## config.mk

```make
export PLATFORM = sky130hd
export DESIGN_NAME = dacr_bank
export DESIGN_NICKNAME = d
export VERILOG_FILES = /design/src/dacr_pkg.sv /design/src/dacr_bank.sv
export VERILOG_INCLUDE_DIRS = /design/src /design/src/src
export SDC_FILE = /design/constraint.sdc
export NUM_CORES = 1
export LEC_CHECK = 0
export BUFFER_PORTS_ARGS = -buffer_cell sky130_fd_sc_hd__buf_2
export CAP_MARGIN = 20
export CORE_ASPECT_RATIO = 1.5
export CORE_MARGIN = 5
export CORE_UTILIZATION = 45
export CTS_CLUSTER_SIZE = 10
export DETAILED_ROUTE_END_ITERATION = 16
export MAX_ROUTING_LAYER = met4
export PLACE_DENSITY = 0.61
export SLEW_MARGIN = 5
export SYNTH_ARGS = -nofsm -noshare
export SYNTH_HDL_FRONTEND = slang
export SYNTH_SLANG_ARGS = --single-unit
```

## constraint.sdc

```tcl
create_clock -name i_mclk -period 5.08 [get_ports i_mclk]
set_clock_uncertainty 0.1 [all_clocks]
set_input_delay 1.016 -clock i_mclk [delete_from_list [all_inputs] [get_ports i_mclk]]
set_output_delay 1.016 -clock i_mclk [all_outputs]
set_load 0.03 [all_outputs]
```

## src/dacr_map.svh

```systemverilog
// Register map constants of the converter configuration bank.
// Included by the bank's package user; holds definitions only.
`ifndef DACR_MAP_SVH
`define DACR_MAP_SVH

// ==========================================================
// Register addresses (13-bit address field)
`define DACR_ADR_PORT 13'h0000
`define DACR_ADR_ID 13'h0001
`define DACR_ADR_GRADE 13'h0002
`define DACR_ADR_INDEX 13'h0005
`define DACR_ADR_POWER 13'h0008
`define DACR_ADR_CLOCK 13'h0009
`define DACR_ADR_DIV 13'h000B
`define DACR_ADR_XFER 13'h00FF

// ==========================================================
// Reset values
`define DACR_RST_PORT 8'h18
`define DACR_RST_INDEX 8'h33
`define DACR_RST_POWER 2'h0
`define DACR_RST_DIV 3'h0

// ==========================================================
// Field positions
`define DACR_PORT_LSB_HI 6
`define DACR_PORT_LSB_LO 1
`define DACR_PORT_SR_HI 5
`define DACR_PORT_SR_LO 2
`define DACR_IDX_DCO 5
`define DACR_IDX_FCO 4
`define DACR_IDX_B 1
`define DACR_IDX_A 0
`define DACR_GRADE_LSB 4
`define DACR_INSTR_RD 15
`define DACR_INSTR_WHI 14
`define DACR_INSTR_WLO 13
`define DACR_WLEN_STREAM 2'h3
`define DACR_LAST_INSTR_BIT 4'hF
`define DACR_LAST_DATA_BIT 4'h7

`endif

```

## src/dacr_pkg.sv

```systemverilog
// Types shared by the converter configuration bank.
// Assumes the map header is included by users that need offsets.
package dacr_pkg;

	// ==========================================================
	// Serial frame states
	typedef enum logic [2:0]
	{
		DACR_IDLE = 3'b001,
		DACR_INSTR = 3'b010,
		DACR_DATA = 3'b100
	} dacr_state_type;

	// ==========================================================
	// Global power modes
	typedef enum logic [1:0]
	{
		DACR_PWR_RUN = 2'b00,
		DACR_PWR_DOWN = 2'b01,
		DACR_PWR_STBY = 2'b10,
		DACR_PWR_RESET = 2'b11
	} dacr_pwr_type;

endpackage

```

## src/dacr_bank.sv

```systemverilog
// Configuration register bank behind a three-wire serial port.
// Assumes serial pins are asynchronous to i_mclk and the serial clock
// runs at most at a quarter of i_mclk.
// Contract
// Port setup reads bits 7,0 as zero and bits 4,3 as one.
// Port is three-wire; every access carries a 16-bit instruction.
// Soft reset bit restores all defaults, then reads back cleared.
// Port byte mirrored; bits 6/1 pick LSB first, 5/2 soft reset.
// Read-only 8-bit part identity code; writes ignored.
// Read-only speed grade field; other bits read zero.
// Write target bits select data clock, frame clock, B, A; default all.
// Setting override commit bit applies pending override, default zero.
// Power field: 00 run, 01 power-down, 10 standby, 11 reset.
// Clock bit 0 enables duty cycle stabilizer; resets off.
// Divide field divides input clock by value plus one.
// Global registers ignore write target selection.
// Local reads with all targets set return channel A.
`timescale 1ns/10ps
`include "dacr_map.svh"

module dacr_bank
	import dacr_pkg::*;
#(
	parameter logic [7:0] PART_ID = 8'h5A, // Arbitrary value
	parameter logic [2:0] SPEED_GRADE = 3'h1 // Arbitrary value
)
(
	// Clock and reset
	input wire logic i_mclk,
	input wire logic i_rstn,
	// Serial port pins
	input wire logic i_sclk,
	input wire logic i_csb,
	input wire logic i_sdio,
	output logic o_sdio,
	output logic o_sdio_oe,
	// Configuration outputs
	output logic o_lsb_first,
	output logic [3:0] o_target_sel,
	output dacr_pwr_type o_power_mode,
	output logic o_dcs_en,
	output logic [2:0] o_clk_div,
	output logic o_override_apply,
	output logic o_soft_reset
);

	// ==========================================================
	// Read mux
	function automatic logic [7:0] rdval(
		input logic [12:0] a,
		input logic lsb,
		input logic [3:0] idx,
		input logic [1:0] pwr,
		input logic dcs,
		input logic [2:0] div,
		input logic xfer
	);
		logic [7:0] v;
		v = 8'h00;
		unique case (a)
			`DACR_ADR_PORT:
			begin
				v = `DACR_RST_PORT;
				v[`DACR_PORT_LSB_HI] = lsb;
				v[`DACR_PORT_LSB_LO] = lsb;
			end
			`DACR_ADR_ID: v = PART_ID;
			`DACR_ADR_GRADE: v[`DACR_GRADE_LSB +: 3] = SPEED_GRADE;
			`DACR_ADR_INDEX:
			begin
				// One shared copy, so a read returns the channel A view
				v[`DACR_IDX_DCO] = idx[3];
				v[`DACR_IDX_FCO] = idx[2];
				v[`DACR_IDX_B] = idx[1];
				v[`DACR_IDX_A] = idx[0];
			end
			`DACR_ADR_POWER: v[1:0] = pwr;
			`DACR_ADR_CLOCK: v[0] = dcs;
			`DACR_ADR_DIV: v[2:0] = div;
			`DACR_ADR_XFER: v[0] = xfer;
			default: v = 8'h00;
		endcase
		return v;
	endfunction

	// ==========================================================
	// Pin synchronisers
	logic sclk_s1_r, sclk_s2_r, sclk_s3_r;
	logic csb_s1_r, csb_s2_r;
	logic sdio_s1_r, sdio_s2_r;
	logic rise, fall;

	always_ff @(posedge i_mclk)
	begin
		sclk_s1_r <= i_sclk;
		sclk_s2_r <= sclk_s1_r;
		sclk_s3_r <= sclk_s2_r;
		csb_s1_r <= i_csb;
		csb_s2_r <= csb_s1_r;
		sdio_s1_r <= i_sdio;
		sdio_s2_r <= sdio_s1_r;
	end

	assign rise = sclk_s2_r & ~sclk_s3_r;
	assign fall = ~sclk_s2_r & sclk_s3_r;

	// ==========================================================
	// Frame and register state
	localparam logic [7:0] IDX_DEF = `DACR_RST_INDEX;
	dacr_state_type st_r, st_nxt;
	logic [3:0] bcnt_r, bcnt_nxt;
	logic [15:0] sh_r, sh_nxt;
	logic rd_r, rd_nxt;
	logic [1:0] wlen_r, wlen_nxt;
	logic [1:0] bytes_r, bytes_nxt;
	logic done_r, done_nxt;
	logic [12:0] addr_r, addr_nxt;
	logic [7:0] tx_r, tx_nxt;
	logic sdo_r, sdo_nxt;
	logic oe_r, oe_nxt;
	logic lsb_r, lsb_nxt;
	logic [3:0] idx_r, idx_nxt;
	logic [1:0] pwr_r, pwr_nxt;
	logic dcs_r, dcs_nxt;
	logic [2:0] div_r, div_nxt;
	logic xfer_r, xfer_nxt;
	logic apply_r, apply_nxt;
	logic srst_r, srst_nxt;
	logic wr_en;
	logic [7:0] wr_byte;
	logic [12:0] step_addr;

	always_comb
	begin
		st_nxt = st_r;
		bcnt_nxt = bcnt_r;
		sh_nxt = sh_r;
		rd_nxt = rd_r;
		wlen_nxt = wlen_r;
		bytes_nxt = bytes_r;
		done_nxt = done_r;
		addr_nxt = addr_r;
		tx_nxt = tx_r;
		sdo_nxt = sdo_r;
		oe_nxt = oe_r;
		lsb_nxt = lsb_r;
		idx_nxt = idx_r;
		pwr_nxt = pwr_r;
		dcs_nxt = dcs_r;
		div_nxt = div_r;
		xfer_nxt = xfer_r;
		apply_nxt = 1'b0;
		srst_nxt = 1'b0;
		wr_en = 1'b0;
		wr_byte = 8'h00;
		// Address walks down in MSB-first order and up in LSB-first
		step_addr = lsb_r ? addr_r + 13'h0001 : addr_r - 13'h0001;

		// Commit bit is consumed one cycle after it is set
		if (xfer_r)
		begin
			apply_nxt = 1'b1;
			xfer_nxt = 1'b0;
		end

		if (csb_s2_r)
		begin
			st_nxt = DACR_IDLE;
			oe_nxt = 1'b0;
		end
		else
		begin
			unique case (st_r)
				DACR_IDLE:
				begin
					st_nxt = DACR_INSTR;
					bcnt_nxt = 4'h0;
					if (rise)
					begin
						sh_nxt = lsb_r ? {sdio_s2_r, sh_r[15:1]}
							: {sh_r[14:0], sdio_s2_r};
						bcnt_nxt = 4'h1;
					end
				end
				DACR_INSTR:
				begin
					if (rise)
					begin
						sh_nxt = lsb_r ? {sdio_s2_r, sh_r[15:1]}
							: {sh_r[14:0], sdio_s2_r};
						bcnt_nxt = bcnt_r + 4'h1;
						if (bcnt_r == `DACR_LAST_INSTR_BIT)
						begin
							st_nxt = DACR_DATA;
							bcnt_nxt = 4'h0;
							rd_nxt = sh_nxt[`DACR_INSTR_RD];
							wlen_nxt = sh_nxt[`DACR_INSTR_WHI:`DACR_INSTR_WLO];
							addr_nxt = sh_nxt[12:0];
							bytes_nxt = 2'h0;
							done_nxt = 1'b0;
							tx_nxt = rdval(sh_nxt[12:0], lsb_r, idx_r,
								pwr_r, dcs_r, div_r, xfer_r);
						end
					end
				end
				DACR_DATA:
				begin
					if (fall && rd_r && !done_r)
					begin
						sdo_nxt = lsb_r ? tx_r[0] : tx_r[7];
						tx_nxt = lsb_r ? {1'b0, tx_r[7:1]}
							: {tx_r[6:0], 1'b0};
					end
					if (rise)
					begin
						sh_nxt = lsb_r ? {sdio_s2_r, sh_r[15:1]}
							: {sh_r[14:0], sdio_s2_r};
						bcnt_nxt = bcnt_r + 4'h1;
						if (bcnt_r == `DACR_LAST_DATA_BIT)
						begin
							bcnt_nxt = 4'h0;
							wr_byte = lsb_r ? sh_nxt[15:8] : sh_nxt[7:0];
							wr_en = ~rd_r & ~done_r;
							addr_nxt = step_addr;
							bytes_nxt = bytes_r + 2'h1;
							done_nxt = done_r
								| (wlen_r != `DACR_WLEN_STREAM
								&& bytes_r == wlen_r);
							if (rd_r)
								tx_nxt = rdval(step_addr, lsb_r, idx_r,
									pwr_r, dcs_r, div_r, xfer_r);
						end
					end
					// Release the pin in the same edge the count ends
					oe_nxt = rd_r & ~done_nxt;
				end
			endcase
		end

		// Global registers: write target selection does not gate them
		if (wr_en)
		begin
			unique case (addr_r)
				`DACR_ADR_PORT:
				begin
					if (wr_byte[`DACR_PORT_SR_HI] | wr_byte[`DACR_PORT_SR_LO])
						srst_nxt = 1'b1;
					else
						lsb_nxt = wr_byte[`DACR_PORT_LSB_HI]
							| wr_byte[`DACR_PORT_LSB_LO];
				end
				`DACR_ADR_INDEX:
					idx_nxt = {wr_byte[`DACR_IDX_DCO], wr_byte[`DACR_IDX_FCO],
						wr_byte[`DACR_IDX_B], wr_byte[`DACR_IDX_A]};
				`DACR_ADR_POWER: pwr_nxt = wr_byte[1:0];
				`DACR_ADR_CLOCK: dcs_nxt = wr_byte[0];
				`DACR_ADR_DIV: div_nxt = wr_byte[2:0];
				`DACR_ADR_XFER: xfer_nxt = wr_byte[0];
				default: ; // Identity and open locations ignore writes
			endcase
		end

		// Soft reset restores defaults; its bit reads back as zero
		if (srst_r)
		begin
			lsb_nxt = 1'b0;
			idx_nxt = {IDX_DEF[`DACR_IDX_DCO],
				IDX_DEF[`DACR_IDX_FCO],
				IDX_DEF[`DACR_IDX_B],
				IDX_DEF[`DACR_IDX_A]};
			pwr_nxt = `DACR_RST_POWER;
			dcs_nxt = 1'b0;
			div_nxt = `DACR_RST_DIV;
			xfer_nxt = 1'b0;
		end
	end

	always_ff @(posedge i_mclk)
	begin
		if (!i_rstn)
		begin
			st_r <= DACR_IDLE;
			bcnt_r <= 4'h0;
			sh_r <= 16'h0000;
			rd_r <= 1'b0;
			wlen_r <= 2'h0;
			bytes_r <= 2'h0;
			done_r <= 1'b0;
			addr_r <= 13'h0000;
			tx_r <= 8'h00;
			sdo_r <= 1'b0;
			oe_r <= 1'b0;
			lsb_r <= 1'b0;
			idx_r <= 4'hF;
			pwr_r <= `DACR_RST_POWER;
			dcs_r <= 1'b0;
			div_r <= `DACR_RST_DIV;
			xfer_r <= 1'b0;
			apply_r <= 1'b0;
			srst_r <= 1'b0;
		end
		else
		begin
			st_r <= st_nxt;
			bcnt_r <= bcnt_nxt;
			sh_r <= sh_nxt;
			rd_r <= rd_nxt;
			wlen_r <= wlen_nxt;
			bytes_r <= bytes_nxt;
			done_r <= done_nxt;
			addr_r <= addr_nxt;
			tx_r <= tx_nxt;
			sdo_r <= sdo_nxt;
			oe_r <= oe_nxt;
			lsb_r <= lsb_nxt;
			idx_r <= idx_nxt;
			pwr_r <= pwr_nxt;
			dcs_r <= dcs_nxt;
			div_r <= div_nxt;
			xfer_r <= xfer_nxt;
			apply_r <= apply_nxt;
			srst_r <= srst_nxt;
		end
	end

	// ==========================================================
	// Outputs
	assign o_sdio = sdo_r;
	assign o_sdio_oe = oe_r;
	assign o_lsb_first = lsb_r;
	assign o_target_sel = idx_r;
	assign o_power_mode = dacr_pwr_type'(pwr_r);
	assign o_dcs_en = dcs_r;
	assign o_clk_div = div_r;
	assign o_override_apply = apply_r;
	assign o_soft_reset = srst_r;

	// ==========================================================
	// Checks
	logic [7:0] port_rd;
	assign port_rd = rdval(`DACR_ADR_PORT, lsb_r, idx_r, pwr_r, dcs_r,
		div_r, xfer_r);
endmodule

```

== Word-level counts from Yosys, hierarchy flattened ==
Index checks and enable logic that the tools add are counted.
Storage, ports and cells
  flip-flop bits (word level): 73
  output and inout port bits: 15
  logic and storage cells: 170
Cells by class
  add/sub/neg operators: 4
  eq/ne operators: 31
  muxes and demuxes: 62
  bitwise operators: 17
  reduce and logical (&&, ||, !) cells: 30
Operators by type and width (number)
  $eq 13x4->1 const B: 9
  $mux 13: 5
  $mux 8: 7
  $mux 16: 3
  $eq 13x3->1 const B: 3
  $eq 13x8->1 const B: 3
  $logic_not 13->1: 3
  $mux 7: 5
  $eq 13x1->1 const B: 2
  $eq 13x2->1 const B: 2
  $pmux 13 s2: 1
  $pmux 1 s5: 4
  $mux 1: 18
  $mux 4: 4
  $pmux 8 s2: 1
  $reduce_and 3->1: 5
  $add 13x1->13 const B: 1
  $sub 13x1->13 const B: 1
  $pmux 2 s2: 3
  $pmux 4 s3: 1
  $ne 2x2->1 const B: 5
  $not 1->1: 10
  $reduce_and 2->1: 5
  $reduce_or 3->1: 3
  other kinds (22): 40

== Depth between registers and ports, before layout ==
  depth in word-level cells: 9
  depth in mapped cells: 14

== Least setup slack after synthesis ==
OpenSTA, ideal clock, no wires.
  kind: reg-to-reg
  start: register lsb_r (netlist: o_lsb_first)
  end: register tx_r[0]
  library setup time: 0.096 ns
  arrival time: 4.101 ns
  data required time: 4.884 ns
  path slack: 0.783 ns
  cell stages (with the launch flop): 15
  path buffers: 5
  clock period less this slack: 4.297 ns
  cell sequence: dfxtp_1 > buf_2 > buf_2 > buf_1 > buf_2 > inv_1 > ha_1 > buf_6 > a211oi_2 > o21bai_1 > o31a_1 > or3_4 > a221oi_4 > nand3_2 > o41ai_2
Between the ends
  word-level cells in the longest chain between the ends: 7
  elaborated cells between the ends (all ways): 22
RTL lines
  start, declared: RTL line dacr_bank.sv:121  | logic lsb_r, lsb_nxt;
  start signal, assigned: RTL line dacr_bank.sv:315  | lsb_r <= lsb_nxt;
  $mux 13: RTL line dacr_bank.sv:157  | step_addr = lsb_r ? addr_r + 13'h0001 : addr_r - 13'h0001;
  $eq 13x8->1 (tied with other cells): RTL line dacr_bank.sv:60  | unique case (a)
  $pmux 1 s5: RTL line dacr_bank.sv:60
  $mux 8: RTL line dacr_bank.sv:229  | if (rd_r)
  $mux 8: RTL line dacr_bank.sv:219  | if (bcnt_r == `DACR_LAST_DATA_BIT)
  $mux 8: RTL line dacr_bank.sv:214  | if (rise)
  $pmux 8 s2 *: RTL line dacr_bank.sv:173  | unique case (st_r)
  end signal, assigned: RTL line dacr_bank.sv:312  | tx_r <= tx_nxt;
  end, declared: RTL line dacr_bank.sv:118  | logic [7:0] tx_r, tx_nxt;
Every way passes the cells marked *; elsewhere a longest branch is shown, timed or not. The select of a mux whose other input is x is not followed.
A chain may end at the register's enable or synchronous reset.

== Worst setup path in the final report ==
  start: register addr_r[0]
  end: register tx_r[4]
Between the ends
  word-level cells in the longest chain between the ends: 9
  elaborated cells between the ends (all ways): 13
RTL lines
  start, declared: RTL line dacr_bank.sv:117  | logic [12:0] addr_r, addr_nxt;
  start signal, assigned: RTL line dacr_bank.sv:311  | addr_r <= addr_nxt;
  $sub 13x1->13 or $add 13x1->13 (tied branches): RTL line dacr_bank.sv:157
  $mux 13 *: RTL line dacr_bank.sv:157
  $eq 13x1->1 (tied with other cells): RTL line dacr_bank.sv:60
  $reduce_or 3->1 (no line)
  $pmux 2 s2 *: RTL line dacr_bank.sv:60
  $mux 8 *: RTL line dacr_bank.sv:229
  $mux 8 *: RTL line dacr_bank.sv:219
  $mux 8 *: RTL line dacr_bank.sv:214
  $pmux 8 s2 *: RTL line dacr_bank.sv:173
Every way passes the cells marked *; elsewhere a longest branch is shown, timed or not.

==> metrics.txt <==
# setup viols final 0; post-synth cell types 79; Initial Utilization 45.3%; via count ~4500; cts hold-fix bufs 0; max incr delay on CP between 500 and 600 ps; first-pass GRT wire length around 21000 um; Seq cells post-synth 73; WL final between 10000 and 15000 um; Final period util 68.2%; Root Driver clkbuf_16; Worst VDD drop around 270 uV; Max Slew Vio Count 0; internal cell power roughly 1.0 mW; EDFF count, synth 0; Worst-Margin Slew around 940 ps; Routed WL per cell around 19 um; Startpoint Class flip-flop; Via density 6.15; Tmin final 3460 ps; initial antenna violation count 0; Syn Area/Cell 8.35 sq um; H-tree levels 3; num ports 20; syn_nets 590; net switching power around 0.33 mW; largest net degree at the start of global routing 54; clock sinks between 70 and 80; Post-CTS Setup Bufs 0; core area 10500 sq um; Finished Layout Cells a little over 700; Critical Path End Type flip-flop; clock share of power 48.5%; vias in the first global route around 4000; Async SR Flop Fraction 0%; Detail Route Antenna Nets 0; Post-synth top flop dfxtp_1; number of port buffers 19; Final #Nets ~600; post-cts resize count 0; CTS tree yes; Relative slew margins between 30% and 40%; Global Route Usage Sum roughly 22%; critical path class reg2reg; Max Fclk 289 MHz; # placed instances 708; worst reg2reg path depth 9; CP Cell Sequence inv_1, fa_1, nand2b_1, a2111oi_0, mux2_2, o221ai_1, a2111oi_0, nand4_1, a21oi_1; Pwr Density ~260 nW/um^2; Hold Path Class reg2reg; post-detail-place hpwl 9950 um; gp weighted congestion 0.953; Hold Crit Endpoint sdio_s2_r; Gate Count Post-Synth around 570; total global routing overflow 0; Post-Route Setup TNS 0 ps; cell leakage power approximately 2.2 nW; hold_sp sdio_s1_r; reg2reg setup slack 1620 ps; status finished clean; sw frac 23.7%; Area Overhead vs Synth 11.5%; sequential power share between 40% and 50%; WP data required 5240 ps; final hold violations 0; max-cap violation count 0; Reg-to-Reg Start addr_r[0]; slowest stage cell, crit path dfxtp_1; # DRC 0; Max Root-Sink Buffers 2; WHS Path Cells 0; Worst R2R End tx_r[4]; Clock Latency Late Sink between 300 and 400 ps; drt initial violations roughly 400; row count 46; Critical Path AT between 3000 and 4000 ps; die height between 100 and 150 um; Max FO, Critical Path 11; ANT cells 0; CTS clock-pin slew for the worst setup and hold paths around 60 ps; Synth warnings 0; die area ~13000 sq um; Post-Synthesis Cell Area around 4700 sq um; WHS 226 ps; TritonCTS Buffers 9; Die X 93.8 um; layout cells sized above 1 approximately an eighth; Detailed Routing Iterations Pass 1 7; RSZ-0062 raised after global routing false; Worst path most repeated cell a2111oi_0; Comb power frac around 7.0%; post-synthesis sequential area ratio approximately 31%
[worst max-delay path, delay by kind of cell, from the launching register on]
kind                       cells  cell delay, ps
DFF                            1             560
buffers and inverters          1             210
AOI/OAI and AO/OA              4            1350
adders and majority gates      1             510
and+or+nand+nor                2             400
muxes                          1             260
[power by group through the flow]
stage               combinational (mW)  clock, mW  sequential (mW)
global placement                0.0920          0            0.621
CTS                             0.0950      0.676            0.609
finish                          0.0960      0.664            0.610
floorplan                       0.0720          0            0.613
global route                     0.107      0.700            0.612
detailed placement              0.0944          0            0.622
[flip-flops by register name, summed over array words and instances, names as in the netlist, 2 cells and up]
name	count
o_target_sel	4
tx_r	8
o_power_mode	2
wlen_r	2
bytes_r	2
bcnt_r	4
sh_r	16
o_clk_div	3
st_r	3
addr_r	13
[logic make-up after synthesis]
family / count (synthesis) / synth area share, %
and+or+nand+nor: 219 / 23.9
AOI/OAI and AO/OA: 169 / 27.0
DFF: 73 / 30.8
buffers and inverters: 42 / 3.69
muxes: 38 / 8.10
adders and majority gates: 17 / 4.64
xor gates and xnor gates: 10 / 1.85
[per-stage QoR]
stage               power, mW  setup slack (ps)  utilization [%]  cell area (sq um)
finish                   1.37              1620             50.5               5290
global route             1.42              1500             50.5               5290
CTS                      1.38              1680             50.4               5280
detailed placement      0.716              1740             47.4               4960
global placement        0.713              1760             47.2               4950
floorplan               0.685               783                -               4740
[worst max-delay path by stage]
stage / start / to / slack (ps) / cells past startpoint
3_3_place_gp: addr_r[0] / tx_r[4] / 1760 / 9
5_1_grt: addr_r[0] / tx_r[4] / 1500 / 9
3_5_place_dp: addr_r[0] / tx_r[4] / 1740 / 9
4_1_cts: addr_r[0] / tx_r[4] / 1680 / 9
6_report: addr_r[0] / tx_r[4] / 1620 / 9
2_1_floorplan: o_lsb_first / tx_r[0] / 780 / 14
[final cells by class]
cell class / instances / area (sq um)
Inverter: 12 / 45.0
Clock inverter: 4 / 50.0
Timing Repair Buffer: 27 / 163
Sequential cell: 73 / 1460
Clock buffer: 12 / 267
Multi-Input combinational cell: 453 / 3120
Fill cell: 1053 / 5190
Tap cell: 144 / 180
[layer usage]
layer	global-route usage, %	up-vias	wire length (um)
met1	26.7	2121	5640
met3	2.61	36	614
met4	8.43	0	412
li1	-	2151	-
met2	37.5	152	6840
met5	-	-	0
[cells in the final DEF (no fill, tap or decap), types with 4 or more instances in the layout]
cell type,synthesis,final
clkbuf_16,0,9
a211oi_1,4,4
mux2i_1,35,35
or3_1,4,4
and3_1,5,5
nor3_1,18,17
ha_1,16,16
a21o_1,6,6
nor4_1,7,7
o211ai_1,14,14
nor3b_1,4,4
a31oi_1,4,4
nor2_1,41,41
a2111oi_0,5,5
nor2b_1,6,6
and2_1,7,7
nand2b_1,9,9
or4_1,5,5
a22oi_1,4,4
a21oi_1,27,26
xor2_1,7,7
nand4_1,8,8
dfxtp_1,73,72
nand2_1,70,70
inv_1,12,12
o211a_1,25,25
o21ai_0,26,26
buf_2,8,19
nand3_1,16,16
buf_4,0,6
a21boi_0,12,12
[cell usage after synthesis (3+ instances only)]
cell type	instances	share of area [%]
dfxtp_1	73	31
nand2_1	70	5.5
nor2_1	41	3.2
mux2i_1	35	7.4
a21oi_1	27	2.8
o21ai_0	26	2.7
o211a_1	25	5.3
clkbuf_1	19	1.5
nor3_1	18	1.9
ha_1	16	4.2
nand3_1	16	1.7
o211ai_1	14	2.2
a21boi_0	12	1.9
inv_1	12	0.95
nand2b_1	9	1.2
buf_2	8	0.84
nand4_1	8	1.1
and2_1	7	0.92
nor4_1	7	0.92
xor2_1	7	1.3
a21o_1	6	0.95
nor2b_1	6	0.79
a2111oi_0	5	0.92
and3_1	5	0.66
or4_1	5	0.79
a211oi_1	4	0.63
a22oi_1	4	0.63
a31oi_1	4	0.53
nor3b_1	4	0.63
or3_1	4	0.53
a221oi_1	3	0.55
mux2_2	3	0.71
o21ai_1	3	0.32
o22ai_1	3	0.40
o31ai_1	3	0.47
xnor2_1	3	0.55
(Power assumes the default switching activity.)
